===== src/ecp_pkg.sv =====
// Purpose: Shared constants and carriers for the port mode control block.
// Assumes: Byte-wide register port at the documented offsets.
// Notes:   Offsets are relative to the port base address.
package ecp_pkg;
	localparam logic [10:0] OFS_QUEUE = 11'h400;
	localparam logic [10:0] OFS_CFGB  = 11'h401;
	localparam logic [10:0] OFS_XCTL  = 11'h402;
	localparam logic [7:0]  CAP_VALUE = 8'h10;
	localparam int MODE_HI   = 7;
	localparam int MODE_LO   = 5;
	localparam int FLT_BIT   = 4;
	localparam int DMA_BIT   = 3;
	localparam int SVC_BIT   = 2;
	localparam int FULL_BIT  = 1;
	localparam int EMPTY_BIT = 0;
	localparam logic [7:0] XCTL_RST = 8'h15;
	localparam int FIFO_DEPTH = 8;
	localparam int FIFO_AW    = 3;
	localparam int PULSE_CYC  = 4;

	typedef enum logic [2:0] {
		MODE_STD  = 3'h0,
		MODE_BIDI = 3'h1,
		MODE_FIFO = 3'h2,
		MODE_ECP  = 3'h3,
		MODE_EPP  = 3'h4,
		MODE_RSVD = 3'h5,
		MODE_TEST = 3'h6,
		MODE_CFG  = 3'h7
	} mode_t;

	typedef enum logic [1:0] {
		HS_IDLE  = 2'b00,
		HS_SETUP = 2'b01,
		HS_PULSE = 2'b11,
		HS_HOLD  = 2'b10
	} hs_t;

	typedef struct packed {
		logic       wr;
		logic       rd;
		logic [10:0] addr;
		logic [7:0] wdata;
	} reg_req_t;

	typedef struct packed {
		logic strobe_low;
		logic auto_feed_low;
		logic initialize_low;
		logic select_request_low;
	} ctl_pins_t;
endpackage


===== src/byte_fifo.sv =====
// Purpose: Small synchronous FIFO with valid/ready on both sides.
// Assumes: One clock; flush empties it in one cycle.
// Notes:   Count output lets the owner compute free and valid bytes.
`timescale 1ns/100ps
module byte_fifo #(
	parameter int WIDTH = 8,
	parameter int DEPTH = 8,
	parameter int AW    = 3
) (
	input  wire logic             clk_sys_i,    // System clock.
	input  wire logic             arst_n_i,     // Async reset, low.
	input  wire logic             flush_i,      // Empty the FIFO.
	input  wire logic             in_valid_i,   // Write request.
	output logic                  in_ready_o,   // Space available.
	input  wire logic [WIDTH-1:0] in_data_i,    // Write data.
	output logic                  out_valid_o,  // Data available.
	input  wire logic             out_ready_i,  // Read accept.
	output logic [WIDTH-1:0]      out_data_o,   // Head data.
	output logic [AW:0]           count_o       // Bytes held.
);
	typedef struct packed {
		logic [AW-1:0] wp;
		logic [AW-1:0] rp;
		logic [AW:0]   cnt;
	} fifo_st_t;

	fifo_st_t st_q, st_d;
	logic [WIDTH-1:0] mem_q [DEPTH];
	logic push, pop;

	// Handshakes are combinational from the count.
	assign in_ready_o  = (st_q.cnt != (AW+1)'(DEPTH));
	assign out_valid_o = (st_q.cnt != '0);
	assign out_data_o  = mem_q[st_q.rp];
	assign count_o     = st_q.cnt;
	assign push        = in_valid_i & in_ready_o & ~flush_i;
	assign pop         = out_valid_o & out_ready_i & ~flush_i;

	// Pointer and count update.
	always_comb begin
		st_d = st_q;
		if (flush_i) begin
			st_d = '0;
		end else begin
			if (push) st_d.wp = st_q.wp + 1'b1;
			if (pop) st_d.rp = st_q.rp + 1'b1;
			st_d.cnt = st_q.cnt + (AW+1)'(push) - (AW+1)'(pop);
		end
	end

	always_ff @(posedge clk_sys_i or negedge arst_n_i) begin
		if (!arst_n_i) st_q <= '0;
		else st_q <= st_d;
	end

	// Storage needs no reset; empty state hides stale words.
	always_ff @(posedge clk_sys_i) begin
		if (push) mem_q[st_q.wp] <= in_data_i;
	end
endmodule


===== src/ecp_port_mode_control.sv =====
// What this block does
// - Three-bit mode field selects port operation.
// - Fault falling edge interrupts in ECP mode.
// - Enabling fault interrupt while asserted interrupts.
// - DMA gate permits DMA only when unmasked.
// - Mask set blocks DMA and service interrupts.
// - Hardware sets mask after every service interrupt.
// - Forward PIO: free bytes reach threshold sets mask.
// - Reverse PIO: valid bytes reach threshold sets mask.
// - Read-only full and empty FIFO flags.
// - Standard mode resets FIFO, open-collector controls.
// - Bidirectional: direction tri-states data, pins read.
// - FIFO mode sends bytes by compatibility handshake.
// - ECP forward sends queue; reverse fills queue.
// - Mode 100 EPP only if option set.
// - Test mode: FIFO works, nothing transmitted.
// - Configuration mode maps config registers A, B.
// - Config B 5:3 encodes interrupt line.
// - Config B 2:0 encodes DMA channel.
// - Leave extended modes only via standard/bidirectional.
// - ECP or FIFO mode starts automatic handshake.
// - Returning to standard drops controls, discards data.
// - Reverse abort deasserts auto-feed immediately.
// - Service interrupt is short low pulse, then released.
// - Threshold 1..16 programmed as 0..15.
//
// Purpose: Extended control register and mode logic of a parallel port.
// Assumes: Host strobes are one-cycle pulses synchronous to clk_sys_i.
// Notes:   Handshake engines are simplified; peripheral status inputs
//          are taken as synchronous.
`timescale 1ns/100ps
module ecp_port_mode_control #(
	parameter int THR_W = 4
) (
	input  wire logic              clk_sys_i,        // 40 MHz clock.
	input  wire logic              arst_n_i,         // Async reset, low.
	input  wire ecp_pkg::reg_req_t req_i,            // Register access.
	output logic [7:0]             rdata_o,          // Read data.
	input  wire logic              direction_i,      // Control dir bit.
	input  wire logic              epp_option_setting_i, // EPP enabled.
	input  wire logic [THR_W-1:0]  write_service_level_i, // Thr minus 1.
	input  wire logic [THR_W-1:0]  read_service_level_i,  // Thr minus 1.
	input  wire logic [3:0]        irq_select_i,     // Chosen IRQ line.
	input  wire logic [1:0]        dma_select_i,     // Chosen DMA channel.
	input  wire logic              irq_line_level_i, // IRQ line level.
	input  wire logic              dma_ack_i,        // DMA cycle strobe.
	input  wire logic              dma_tc_i,         // Terminal count.
	output logic                   dma_req_o,        // DMA request.
	input  wire logic              fault_input_low_i,// Fault pin.
	input  wire logic              busy_i,           // Busy pin.
	input  wire logic              periph_ack_low_i, // Ack pin (ECP).
	input  wire logic [7:0]        pd_i,             // Data pin levels.
	output logic [7:0]             pd_o,             // Data pin drive.
	output logic                   pd_oe_o,          // Data drive enable.
	output ecp_pkg::ctl_pins_t     ctl_o,            // Control levels.
	output logic [3:0]             ctl_oe_o,         // Control enables.
	output logic                   mode_epp_o,       // EPP active.
	output logic                   irq_o,            // IRQ drive value.
	output logic                   irq_oe_o          // IRQ drive enable.
);
	typedef struct packed {
		logic [7:0]   xctl;
		logic         fault_prev;
		logic [2:0]   pulse;
		ecp_pkg::hs_t hs;
		logic [7:0]   pd;
		logic         strobe_low;
		logic         auto_feed_low;
		logic         tag_cmd;
		logic         svc_arm;
	} state_t;

	state_t st_q, st_d;
	ecp_pkg::mode_t mode;
	logic [8:0] fifo_in, fifo_out;
	logic [ecp_pkg::FIFO_AW:0] fcount;
	logic f_in_rdy, f_out_vld, f_flush, f_push, f_pop;
	logic [8:0] push_data;
	logic hit_q, hit_c, hit_x, cfg_map;
	logic [4:0] free_b, thr_w, thr_r;
	logic [2:0] irq_code, dma_code;
	logic fault_evt, svc_evt, svc_cond, xmit_fwd, recv_rev;

	assign mode = ecp_pkg::mode_t'(st_q.xctl[ecp_pkg::MODE_HI:
		ecp_pkg::MODE_LO]);
	assign hit_q = (req_i.addr == ecp_pkg::OFS_QUEUE);
	assign hit_c = (req_i.addr == ecp_pkg::OFS_CFGB);
	assign hit_x = (req_i.addr == ecp_pkg::OFS_XCTL);
	assign cfg_map = (mode == ecp_pkg::MODE_CFG);

	// FIFO traffic: host, DMA or the reverse engine pushes; engine, host or DMA pops.
	assign xmit_fwd = ~direction_i & ((mode == ecp_pkg::MODE_FIFO) |
		(mode == ecp_pkg::MODE_ECP));
	assign recv_rev = direction_i & (mode == ecp_pkg::MODE_ECP);
	assign f_flush  = (mode == ecp_pkg::MODE_STD) |
		(mode == ecp_pkg::MODE_BIDI);
	assign push_data = recv_rev ? {1'b0, pd_i} : {1'b0, req_i.wdata};
	always_comb begin
		f_push = 1'b0;
		if (recv_rev) begin
			f_push = (st_q.hs == ecp_pkg::HS_PULSE) & ~periph_ack_low_i;
		end else if (!cfg_map) begin
			f_push = (hit_q & req_i.wr) | (dma_ack_i & ~direction_i);
		end
	end
	assign fifo_in = push_data;
	// Reads come from the head in test and reverse modes; a read of an
	// empty FIFO simply returns the head again without popping.
	assign f_pop = (!cfg_map & !xmit_fwd & ((hit_q & req_i.rd) |
		(dma_ack_i & direction_i))) |
		(xmit_fwd & (st_q.hs == ecp_pkg::HS_HOLD) & ~busy_i);

	byte_fifo #(
		.WIDTH (9),
		.DEPTH (ecp_pkg::FIFO_DEPTH),
		.AW    (ecp_pkg::FIFO_AW)
	) u_fifo (
		.clk_sys_i   (clk_sys_i),
		.arst_n_i    (arst_n_i),
		.flush_i     (f_flush),
		.in_valid_i  (f_push),
		.in_ready_o  (f_in_rdy),
		.in_data_i   (fifo_in),
		.out_valid_o (f_out_vld),
		.out_ready_i (f_pop),
		.out_data_o  (fifo_out),
		.count_o     (fcount)
	);

	// Thresholds are stored one less than the byte count.
	assign thr_w  = 5'(write_service_level_i) + 5'h01;
	assign thr_r  = 5'(read_service_level_i) + 5'h01;
	assign free_b = 5'(ecp_pkg::FIFO_DEPTH) - 5'(fcount);

	// Service condition per DMA gate and direction.
	always_comb begin
		if (st_q.xctl[ecp_pkg::DMA_BIT]) begin
			svc_cond = dma_tc_i;
		end else if (!direction_i) begin
			svc_cond = (free_b >= thr_w);
		end else begin
			svc_cond = (5'(fcount) >= thr_r);
		end
	end
	// A level condition fires immediately when the mask is cleared.
	assign svc_evt = ~st_q.xctl[ecp_pkg::SVC_BIT] & svc_cond &
		~f_flush;
	assign fault_evt = (mode == ecp_pkg::MODE_ECP) &
		~st_q.xctl[ecp_pkg::FLT_BIT] &
		((st_q.fault_prev & ~fault_input_low_i) | st_q.svc_arm);

	// DMA only while gated on and unmasked.
	assign dma_req_o = st_q.xctl[ecp_pkg::DMA_BIT] &
		~st_q.xctl[ecp_pkg::SVC_BIT] & ~cfg_map &
		(direction_i ? f_out_vld : f_in_rdy);

	// Resource encodings for configuration register B.
	always_comb begin
		case (irq_select_i)
			4'hF:    irq_code = 3'h6;
			4'hE:    irq_code = 3'h5;
			4'hB:    irq_code = 3'h4;
			4'hA:    irq_code = 3'h3;
			4'h9:    irq_code = 3'h2;
			4'h7:    irq_code = 3'h1;
			4'h5:    irq_code = 3'h7;
			default: irq_code = 3'h0;
		endcase
		case (dma_select_i)
			2'h3:    dma_code = 3'h3;
			2'h2:    dma_code = 3'h2;
			2'h1:    dma_code = 3'h1;
			default: dma_code = 3'h0;
		endcase
	end

	// Next-state logic for the control register and handshakes.
	always_comb begin
		logic [2:0] new_mode;
		logic       mode_ok;
		st_d = st_q;
		new_mode = req_i.wdata[ecp_pkg::MODE_HI:ecp_pkg::MODE_LO];
		mode_ok = (mode == ecp_pkg::MODE_STD) |
			(mode == ecp_pkg::MODE_BIDI) |
			(new_mode == ecp_pkg::MODE_STD) |
			(new_mode == ecp_pkg::MODE_BIDI);
		st_d.fault_prev = fault_input_low_i;
		st_d.svc_arm = 1'b0;
		if (req_i.wr & hit_x) begin
			if (mode_ok) begin
				st_d.xctl[ecp_pkg::MODE_HI:ecp_pkg::MODE_LO] = new_mode;
			end
			st_d.xctl[ecp_pkg::FLT_BIT] = req_i.wdata[ecp_pkg::FLT_BIT];
			st_d.xctl[ecp_pkg::DMA_BIT] = req_i.wdata[ecp_pkg::DMA_BIT];
			st_d.xctl[ecp_pkg::SVC_BIT] = req_i.wdata[ecp_pkg::SVC_BIT];
			st_d.svc_arm = st_q.xctl[ecp_pkg::FLT_BIT] &
				~req_i.wdata[ecp_pkg::FLT_BIT] & ~fault_input_low_i;
		end
		// Hardware set wins over a software clear in the same cycle.
		if (svc_evt) st_d.xctl[ecp_pkg::SVC_BIT] = 1'b1;
		// Short low pulse on the shared line, then release.
		if (svc_evt | fault_evt) begin
			st_d.pulse = 3'(ecp_pkg::PULSE_CYC);
		end else if (st_q.pulse != 3'h0) begin
			st_d.pulse = st_q.pulse - 3'h1;
		end
		// Transmit handshake: setup, strobe pulse, wait busy low.
		case (st_q.hs)
			ecp_pkg::HS_IDLE: begin
				if (xmit_fwd & f_out_vld & ~busy_i) begin
					st_d.pd = fifo_out[7:0];
					st_d.tag_cmd = fifo_out[8];
					st_d.hs = ecp_pkg::HS_SETUP;
				end else if (recv_rev) begin
					st_d.auto_feed_low = 1'b0;
					if (!periph_ack_low_i && f_in_rdy) begin
						st_d.hs = ecp_pkg::HS_PULSE;
					end
				end
			end
			ecp_pkg::HS_SETUP: begin
				st_d.strobe_low = 1'b0;
				st_d.hs = ecp_pkg::HS_PULSE;
			end
			ecp_pkg::HS_PULSE: begin
				st_d.strobe_low = 1'b1;
				st_d.auto_feed_low = 1'b1;
				st_d.hs = ecp_pkg::HS_HOLD;
			end
			ecp_pkg::HS_HOLD: begin
				if (!busy_i || recv_rev) st_d.hs = ecp_pkg::HS_IDLE;
			end
			default: st_d.hs = ecp_pkg::HS_IDLE;
		endcase
		// Leaving an automatic mode drops controls at once.
		if (f_flush) begin
			st_d.hs = ecp_pkg::HS_IDLE;
			st_d.strobe_low = 1'b1;
			st_d.auto_feed_low = 1'b1;
		end
	end

	always_ff @(posedge clk_sys_i or negedge arst_n_i) begin
		if (!arst_n_i) begin
			st_q <= '{xctl: ecp_pkg::XCTL_RST, fault_prev: 1'b1,
				pulse: 3'h0, hs: ecp_pkg::HS_IDLE, pd: 8'h00,
				strobe_low: 1'b1, auto_feed_low: 1'b1, tag_cmd: 1'b0,
				svc_arm: 1'b0};
		end else begin
			st_q <= st_d;
		end
	end

	// Read mux; status bits reflect live FIFO state.
	always_comb begin
		rdata_o = 8'h00;
		if (hit_x) begin
			rdata_o = {st_q.xctl[7:2], ~f_in_rdy, ~f_out_vld};
		end else if (hit_q & cfg_map) begin
			rdata_o = ecp_pkg::CAP_VALUE;
		end else if (hit_c & cfg_map) begin
			rdata_o = {1'b0, irq_line_level_i, irq_code, dma_code};
		end else if (hit_q) begin
			rdata_o = fifo_out[7:0];
		end
	end

	// Pin drive: open collector only in standard mode.
	assign ctl_o.strobe_low         = st_q.strobe_low;
	assign ctl_o.auto_feed_low      = st_q.auto_feed_low;
	assign ctl_o.initialize_low     = 1'b1;
	assign ctl_o.select_request_low = 1'b1;
	assign ctl_oe_o = (mode == ecp_pkg::MODE_STD) ?
		{~ctl_o.strobe_low, ~ctl_o.auto_feed_low, 2'b00} : 4'hF;
	assign pd_o    = st_q.pd;
	assign pd_oe_o = ~(direction_i & (mode != ecp_pkg::MODE_STD) &
		(mode != ecp_pkg::MODE_FIFO)) | (mode == ecp_pkg::MODE_TEST)
		& ~direction_i;
	assign mode_epp_o = (mode == ecp_pkg::MODE_EPP) &
		epp_option_setting_i;
	assign irq_o    = 1'b0;
	assign irq_oe_o = (st_q.pulse != 3'h0);
endmodule


===== config.mk =====
export PLATFORM = sky130hd
export DESIGN_NAME = ecp_port_mode_control
export DESIGN_NICKNAME = d
export VERILOG_FILES = /design/src/ecp_pkg.sv /design/src/byte_fifo.sv /design/src/ecp_port_mode_control.sv
export SDC_FILE = /design/constraint.sdc
export NUM_CORES = 1
export LEC_CHECK = 0
export BUFFER_PORTS_ARGS = -buffer_cell sky130_fd_sc_hd__clkbuf_2
export CAP_MARGIN = 15
export CORE_AREA = 8 8 127 129
export CTS_CLUSTER_DIAMETER = 100
export DETAILED_ROUTE_END_ITERATION = 8
export DIE_AREA = 0 0 135 137
export PLACE_DENSITY_LB_ADDON = 0.3
export REMOVE_ABC_BUFFERS = 1
export SETUP_SLACK_MARGIN = 0.15
export SLEW_MARGIN = 5
export SYNTH_ARGS = -nofsm -noshare
export SYNTH_HDL_FRONTEND = slang
export SYNTH_SLANG_ARGS = --single-unit
export TNS_END_PERCENT = 5

===== constraint.sdc =====
create_clock -name clk_sys_i -period 8 [get_ports clk_sys_i]
set_clock_uncertainty 0.1 [all_clocks]
set_input_delay 0.8 -clock clk_sys_i [delete_from_list [all_inputs] [get_ports clk_sys_i]]
set_output_delay 0.8 -clock clk_sys_i [all_outputs]
set_load 0.1 [all_outputs]

==> results of run 1 <==
per-stage QoR:
stage | setup WS (ps) | total power [uW] | area, um2
4_1_cts | 4148 | 1922 | 5889
2_1_floorplan | 1273 | 1284 | 4950
5_1_grt | 3991 | 2015 | 5902
3_3_place_gp | 3918 | 1450 | 5578
6_report | 4235 | 1901 | 5902
3_5_place_dp | 3834 | 1471 | 5578
registers in the layout, indices dropped and copies added, names as in the netlist:
register / cells
pd_o: 8
u_fifo.mem_q: 64
u_fifo.st_q: 6
st_q: 10
ctl_o: 2
mode: 3
u_fifo.count_o: 4
power by group through the flow:
stage | clock network [uW] | logic [uW] | registers (uW)
finish | 449 | 735 | 716
global route | 476 | 810 | 729
CTS | 458 | 748 | 716
detailed placement | 0 | 745 | 726
global placement | 0 | 727 | 723
floorplan | 0 | 397 | 887
synth_stat cells (3+ instances only):
library cell | n | area share, %
nor3_1 | 8 | 0.78
dfstp_2 | 5 | 2.6
o21ai_0 | 25 | 2.4
edfxtp_1 | 64 | 37
nor2_1 | 23 | 1.7
clkbuf_1 | 6 | 0.44
a22oi_1 | 4 | 0.58
nor2b_1 | 5 | 0.61
buf_6 | 4 | 0.88
mux2i_1 | 7 | 1.4
xor2_1 | 4 | 0.68
nand2_1 | 30 | 2.2
a31oi_1 | 5 | 0.61
inv_1 | 21 | 1.5
nand2b_1 | 8 | 0.97
dfrtp_1 | 28 | 14
mux4_2 | 16 | 7.0
and2_1 | 6 | 0.73
nand3_1 | 15 | 1.5
xnor2_1 | 7 | 1.2
and3_1 | 3 | 0.36
a21oi_1 | 8 | 0.78
buf_4 | 15 | 2.2
ha_1 | 23 | 5.6
mux2_2 | 16 | 3.5
layer usage:
layer  share of wire (%)  up-vias  track usage (%)
met5                   0        -                0
met4                 1.4        0            4.072
met3                 7.5       16            3.855
met2                  47      104            21.32
met1                  44     1668            17.46
li1                    -     1603                -
path summary, 6_finish.rpt:
check                                    start                      endpoint  slack [ps]  cells after the start
max in group asynchronous             arst_n_i           pd_o[7]$_DFFE_PN0P_        6810                      1
min reg2reg                pd_o[1]$_DFFE_PN0P_           pd_o[1]$_DFFE_PN0P_         380                      2
max                                  req_i[13]                    rdata_o[5]        4240                      7
min                        pd_o[1]$_DFFE_PN0P_           pd_o[1]$_DFFE_PN0P_         380                      2
max reg2reg                mode[2]$_DFFE_PN0P_  u_fifo.mem_q[6][6]$_DFFE_PP_        4300                      5
min in group asynchronous             arst_n_i   u_fifo.count_o[3]$_DFF_PN0_         450                      1
logic make-up after synthesis:
group,Yosys count,share of synthesized area [%]
compound gates,61,8.149
fa+ha+maj,24,5.984
xor+xnor,11,1.873
flops,97,53.54
buf+inv,50,5.376
simple gates,119,13.06
other cells,2,0.1460
mux,39,11.87
final cells by class:
cell class	instances	area (um2)
multi-input cells	257	2117
well taps	184	230.2
flip-flops and latches	97	2754
fillers	1345	8302
clock buffers	10	239.0
clock inverters	6	72.57
inverters	21	78.83
repair buffers	81	410.4
worst register-to-register path, delay by kind of cell, from the launching register on:
kind            cells  cell delay [ps]
simple gates        3             1790
compound gates      2              880
flops               1              550
==> flow_summary.ini, run 1 <==
[die]
die_area_um2 = 18500
initial_utilization_pct = 36.21
row_count = 44
dieHeight_um = 137
die_w_um = 135
ios = 82
core_area_um2 = 14200

[cts]
postCtsSetupBuffers = 0
clock_sinks = 97
root_buffer = clkbuf_16
htree_levels = 3
cts_tree = done
clkSlewWorstSetupHoldPaths_ps = 70
numCtsBuffers = 9
cts_max_path_buffers = 2
ctsResizeCount = 0
clock_latency_ps = 340
hold_buffers = 0

[timing]
max_freq_mhz = 265.6
drv_slew = 0
slew_headroom_pct = 26.57
post-route-period-util_pct = 47.06
setup_viol = 0
hold_viol = 0
hold_slack_ps = 384.1
finalSetupTns_ps = 0
fin_crit_ps = 3765
worst-slew-pin-transition_ps = 1093
rsz0062_at_grt = false

[place]
hpwl_mm = 9.159
dp_cells = 638
place.port_buffers = 78
gp_congestion = 0.7695

[setup_path]
worstPathArrival_ps = 2860
cp-start-kind = primary input
slowest_stage = nor4b_2
crit_chain = clkbuf_2 -> nor4_4 -> nand3_1 -> nor4b_2 -> a22oi_1 -> o21ai_0 -> clkbuf_2
path_class = primary input to output pin
path_buf_inv = 2
critPathMostFrequentCell = clkbuf_2
end_kind = output pin
slowest_delay_ps = 650
path_delay_family = simple AND/OR/NAND/NOR gates
required_ps = 7100
crit_path_max_fanout = 6

[global_routing]
grt_pass1_vias = 3432
antenna_found_initial = 0
grt_usage_pct = 13.44
grt_max_degree = 34
grt_overflow = 0
grt_pass1_wl_mm = 18.88

[detailed_routing]
drt-vias-per-instance = 5.169
wl_mm = 12.06
drtIter0Drc = 220
drc = 0
drt_pass1_iterations = 4
vias = 3391
postRouteAntennaNets = 0
wl_per_cell_um = 18.39

[finish]
final_util_pct = 41.55
fin_nets = 544
area_growth_pct = 14.74
final_common_cell = clkbuf_2
final_cell_mix = clkbuf_2, edfxtp_1, nand2_1
final_cells = 656
antenna_cells = 0
layout-drive-gt1-share_pct = 31.78

[yosys]
syn_area_um2 = 5144
ys.flop_type = edfxtp_1
avgSynthCellArea_um2 = 12.76
async_flop_share_pct = 34.02
yosysSeqAreaShare_pct = 53.54
ys_ff_latch = 97
synth.distinct_cells = 61
synth-edff-count = 64
synthCells = 403
yosysWarningCount = 0

[hold_path]
hp-class = register to register

[pwr]
power_density_nw_per_um2 = 322.0
leakagePower_uw = 0.002336
switching_share_pct = 39.26
combPwrFrac_pct = 38.7
peakVddDrop_v = 0.0001433
p_int_uw = 1154
clock_power_share_pct = 23.6
power.switching_uw = 746.1
pwr-share-seq_pct = 37.7

[run]
maxCapViolCount = 0

[run_status]
status = complete, no violations
(Power assumes the default switching activity.)
==> inputs of run 2 (changes only) <==
Clock period 8 ns to 3.9 ns, I/O delays scaled along.
==> run 2 against run 1 <==
Core utilization is 0.39 points higher. Die area stayed put. Flip-flop and latch count stayed put. Design area is 0.93% higher. Count of clock-buffer cells in the layout is 1 lower. Worst hold slack worse by 320 ps. First-iteration DRC count is 28% lower. Combinational power is 100% higher. Clock power is 100% higher. Critical path depth is 1 lower. Total power is 100% higher. Largest cell class unchanged.
==> flow_summary.ini, run 2 (synthesis gave the netlist of run 1 again) <==
[run_status]
status = complete, no violations

[timing]
hold_viol = 0
worst-slew-pin-transition_ps = 893.4
setup_viol = 0
drv_slew = 0
slew_headroom_pct = 40.44
finalSetupTns_ps = 0
hold_slack_ps = 60.87
max_freq_mhz = 296.8
post-route-period-util_pct = 86.39
fin_crit_ps = 3369
rsz0062_at_grt = false

[detailed_routing]
drt-vias-per-instance = 5.098
drt_pass1_iterations = 4
postRouteAntennaNets = 0
wl_mm = 12.27
vias = 3385
wl_per_cell_um = 18.47
drc = 0
drtIter0Drc = 158

[pwr]
finalPower_uw = 3882
power_density_nw_per_um2 = 651.7
peakVddDrop_v = 0.0004944
leakagePower_uw = 0.002373

[setup_path]
slowest_stage = dfrtp_1
worstPathArrival_ps = 2880
slowest_delay_ps = 810
path_class = register to output pin
required_ps = 3410
crit_chain = mux4_2 -> mux2_2 -> nor2b_1 -> o21ai_0 -> nand2_1 -> clkbuf_2
cp-start-kind = register
crit_path_max_fanout = 11
end_kind = output pin
path_delay_family = multiplexers
path_buf_inv = 1

[finish]
area_growth_pct = 15.81
antenna_cells = 0
final_common_cell = clkbuf_2
layout-drive-gt1-share_pct = 32.71
fillers = 1307
final_area_um2 = 5957
fin_nets = 552
final_cell_mix = clkbuf_2, edfxtp_1, nand2_1
final_cells = 664
largest_register_ff_count = 64
top_register = u_fifo.mem_q

[die]
ios = 82
die_area_um2 = 18500
dieHeight_um = 137
core_area_um2 = 14200
initial_utilization_pct = 36.21
row_count = 44
die_w_um = 135

[place]
dp_cells = 648
place.port_buffers = 78
post_dp_cell_area_um2 = 5653
hpwl_mm = 9.396
gp_congestion = 0.7862

[cts]
postCtsSetupBuffers = 0
root_buffer = clkbuf_16
clkSlewWorstSetupHoldPaths_ps = 70
clock_sinks = 97
numCtsBuffers = 9
cts_max_path_buffers = 2
hold_buffers = 0
htree_levels = 3
clock_latency_ps = 340
ctsResizeCount = 0
cts_tree = done

[global_routing]
antenna_found_initial = 0
grt_overflow = 0
grt_pass1_wl_mm = 19.61
grt_pass1_vias = 3628
grt_max_degree = 34
grt_usage_pct = 13.92

[hold_path]
hp-class = primary input to asynchronous set/reset pin

[run]
maxCapViolCount = 0
[run 2: routing by layer]
layer	GRT usage, %	wire length (um)	up-vias
met1	16.63	5171	1659
met3	3.928	866	12
met4	3.393	105	0
li1	-	-	1617
met2	24.27	6122	97
met5	0	0	-
[run 2: cell type report]
type / instances / area [um2] / share of cell area [%]
Clock buffer: 9 / 225.2 / 3.781
Clock inverter: 7 / 78.83 / 1.323
Inverter: 21 / 78.83 / 1.323
Multi-Input combinational cell: 257 / 2117 / 35.54
Sequential cell: 97 / 2754 / 46.23
Tap cell: 184 / 230.2 / 3.865
Timing Repair Buffer: 89 / 473.0 / 7.940
[run 2: path summary, 6_finish.rpt]
check	end	from	slack [ps]	depth (start not counted)
min in group clk_sys_i	st_q[17]$_DFF_PN1_	fault_input_low_i	70	1
setup / recovery	rdata_o[6]	u_fifo.st_q[4]$_DFFE_PN0P_	530	6
hold reg to reg	pd_o[2]$_DFFE_PN0P_	pd_o[2]$_DFFE_PN0P_	390	2
hold / removal	u_fifo.count_o[3]$_DFF_PN0_	arst_n_i	60	1
max in group asynchronous	pd_o[7]$_DFFE_PN0P_	arst_n_i	3080	1
setup reg to reg	u_fifo.count_o[1]$_DFF_PN0_	u_fifo.count_o[1]$_DFF_PN0_	810	11
[run 2: power by group]
part	total, uW	internal, uW	switching [uW]	leakage (uW)
clock	899	505	394	0.000151
combinational	1500	569	928	0.00125
sequential	1490	1280	204	0.000972
[run 2: worst register-to-register path, cell delays in order, from the launching register on]
cell	delay, ps
dfrtp_1	380
inv_1	120
ha_1	260
and2_1	230
or4b_4	570
o31ai_4	110
and2_1	200
ha_1	220
inv_1	60
ha_1	180
fa_1	410
and2_1	140
[run 2: stage by stage]
step	utilization [%]	setup WS, ps
2_1_floorplan	-	-2223
3_3_place_gp	39.80	849.7
3_5_place_dp	39.80	806.9
4_1_cts	41.94	470.4
5_1_grt	41.94	343.1
6_report	41.94	530.8
==> inputs of run 3 (changes only) <==
Settings changed: CORE_AREA 8 8 127 129 to 8 8 140 142, CTS_BUF_LIST set to sky130_fd_sc_hd__clkbuf_16, DIE_AREA 0 0 135 137 to 0 0 148 150.
==> run 3 against run 2 <==
Wire length up 5.9%. Maximum frequency grew 3.2%. Worst hold slack improved by 5.4 ps. Count of clock-buffer cells in the layout did not move. Largest cell class unchanged. Sequential share of layout area is 0.54 points lower. Design area grew 1.2%. Setup slack better by 100 ps. Register-to-register slack barely moved. Final cell count up 6.9%. Die area grew 20%.
==> flow_summary.ini, run 3 (synthesis gave the netlist of run 1 again) <==
[run_status]
status = complete, no violations

[cts]
htree_levels = 3
clock_sinks = 97
cts_tree = done
ctsResizeCount = 0
root_buffer = clkbuf_16
numCtsBuffers = 9
clkSlewWorstSetupHoldPaths_ps = 60
hold_buffers = 0
clock_latency_ps = 340
postCtsSetupBuffers = 0
cts_max_path_buffers = 2

[timing]
hold_slack_ps = 66.28
rsz0062_at_grt = false
fin_crit_ps = 3266
hold_viol = 0
finalSetupTns_ps = 0
slew_headroom_pct = 39.58
post-route-period-util_pct = 83.75
worst-slew-pin-transition_ps = 906.3
max_freq_mhz = 306.2
setup_viol = 0
drv_slew = 0

[setup_path]
end_kind = output pin
required_ps = 3410
path_delay_family = multiplexers
path_buf_inv = 1
slowest_stage = dfrtp_1
cp-start-kind = register
crit_chain = mux4_2 -> mux2i_1 -> nor2_1 -> a221o_1 -> clkbuf_2
worstPathArrival_ps = 2780
path_class = register to output pin
slowest_delay_ps = 760
crit_path_max_fanout = 12

[place]
dp_cells = 694
place.port_buffers = 78
hpwl_mm = 9.719
gp_congestion = 0.7711

[global_routing]
grt_max_degree = 34
grt_pass1_wl_mm = 20.11
grt_usage_pct = 11.91
antenna_found_initial = 0
grt_overflow = 0
grt_pass1_vias = 3566

[die]
row_count = 49
die_w_um = 148
dieHeight_um = 150
die_area_um2 = 22200
core_area_um2 = 17530
ios = 82
initial_utilization_pct = 29.33

[finish]
final_util_pct = 34.37
layout-drive-gt1-share_pct = 32.64
fin_nets = 553
final_common_cell = clkbuf_2
final_cells = 710
top_register = u_fifo.mem_q
antenna_cells = 0
final_cell_mix = clkbuf_2, edfxtp_1, nand2_1
largest_register_ff_count = 64
area_growth_pct = 17.17

[hold_path]
hp-class = primary input to asynchronous set/reset pin

[detailed_routing]
drt-vias-per-instance = 4.768
drc = 0
wl_mm = 12.99
wl_per_cell_um = 18.29
drt_pass1_iterations = 4
vias = 3385
drtIter0Drc = 172
postRouteAntennaNets = 0

[pwr]
finalPower_uw = 3928
power_density_nw_per_um2 = 651.7
leakagePower_uw = 0.002378
peakVddDrop_v = 0.0002739

[run]
maxCapViolCount = 0
==> run 3: area by class of cell <==
| type | count | area (um2) |
|---|---|---|
| clock inverter | 7 | 85.08 |
| tap | 229 | 286.5 |
| inverter | 21 | 78.83 |
| clock buffer | 9 | 225.2 |
| multi-input combinational | 257 | 2117 |
| fill | 1750 | 11510 |
| timing repair buffer | 90 | 480.5 |
| sequential | 97 | 2754 |
==> run 3: path summary, 6_finish.rpt <==
kind / startpoint / end / slack, ps / depth (start not counted)
min: arst_n_i / u_fifo.count_o[3]$_DFF_PN0_ / 70 / 1
min reg2reg: pd_o[0]$_DFFE_PN0P_ / pd_o[0]$_DFFE_PN0P_ / 390 / 2
min in group clk_sys_i: fault_input_low_i / st_q[17]$_DFF_PN1_ / 70 / 1
max: u_fifo.st_q[4]$_DFFE_PN0P_ / rdata_o[0] / 630 / 5
max in group asynchronous: arst_n_i / pd_o[6]$_DFFE_PN0P_ / 3060 / 1
max reg2reg: u_fifo.count_o[1]$_DFF_PN0_ / u_fifo.count_o[1]$_DFF_PN0_ / 810 / 11
==> run 3: worst reg2reg max path: cells and delay by family, from the launching register on <==
family	cells	cell delay (ps)
buffers and inverters	2	180
AOI/OAI and AO/OA	1	110
adders and majority gates	4	1090
DFF	1	390
and+or+nand+nor	4	1130
==> run 3: metal layers <==
layer	routed length (um)	vias up	track usage, %
met5	0	-	0
met4	90	0	3.264
met3	832	6	2.721
met2	6278	90	20.00
met1	5784	1667	15.10
li1	-	1622	-
==> run 3: report_power, final <==
part	internal, uW	switching (uW)	leakage, uW	total [uW]
combinational	578	943	0.00126	1520
clock	555	365	0.000150	920
sequential	1280	203	0.000972	1490
==> run 3: stage by stage <==
step	instance area [um2]	setup slack, ps
2_1_floorplan	4950	-2223
3_3_place_gp	5717	848.2
3_5_place_dp	5717	822.6
4_1_cts	6027	580.0
5_1_grt	6027	418.6
6_report	6027	633.9
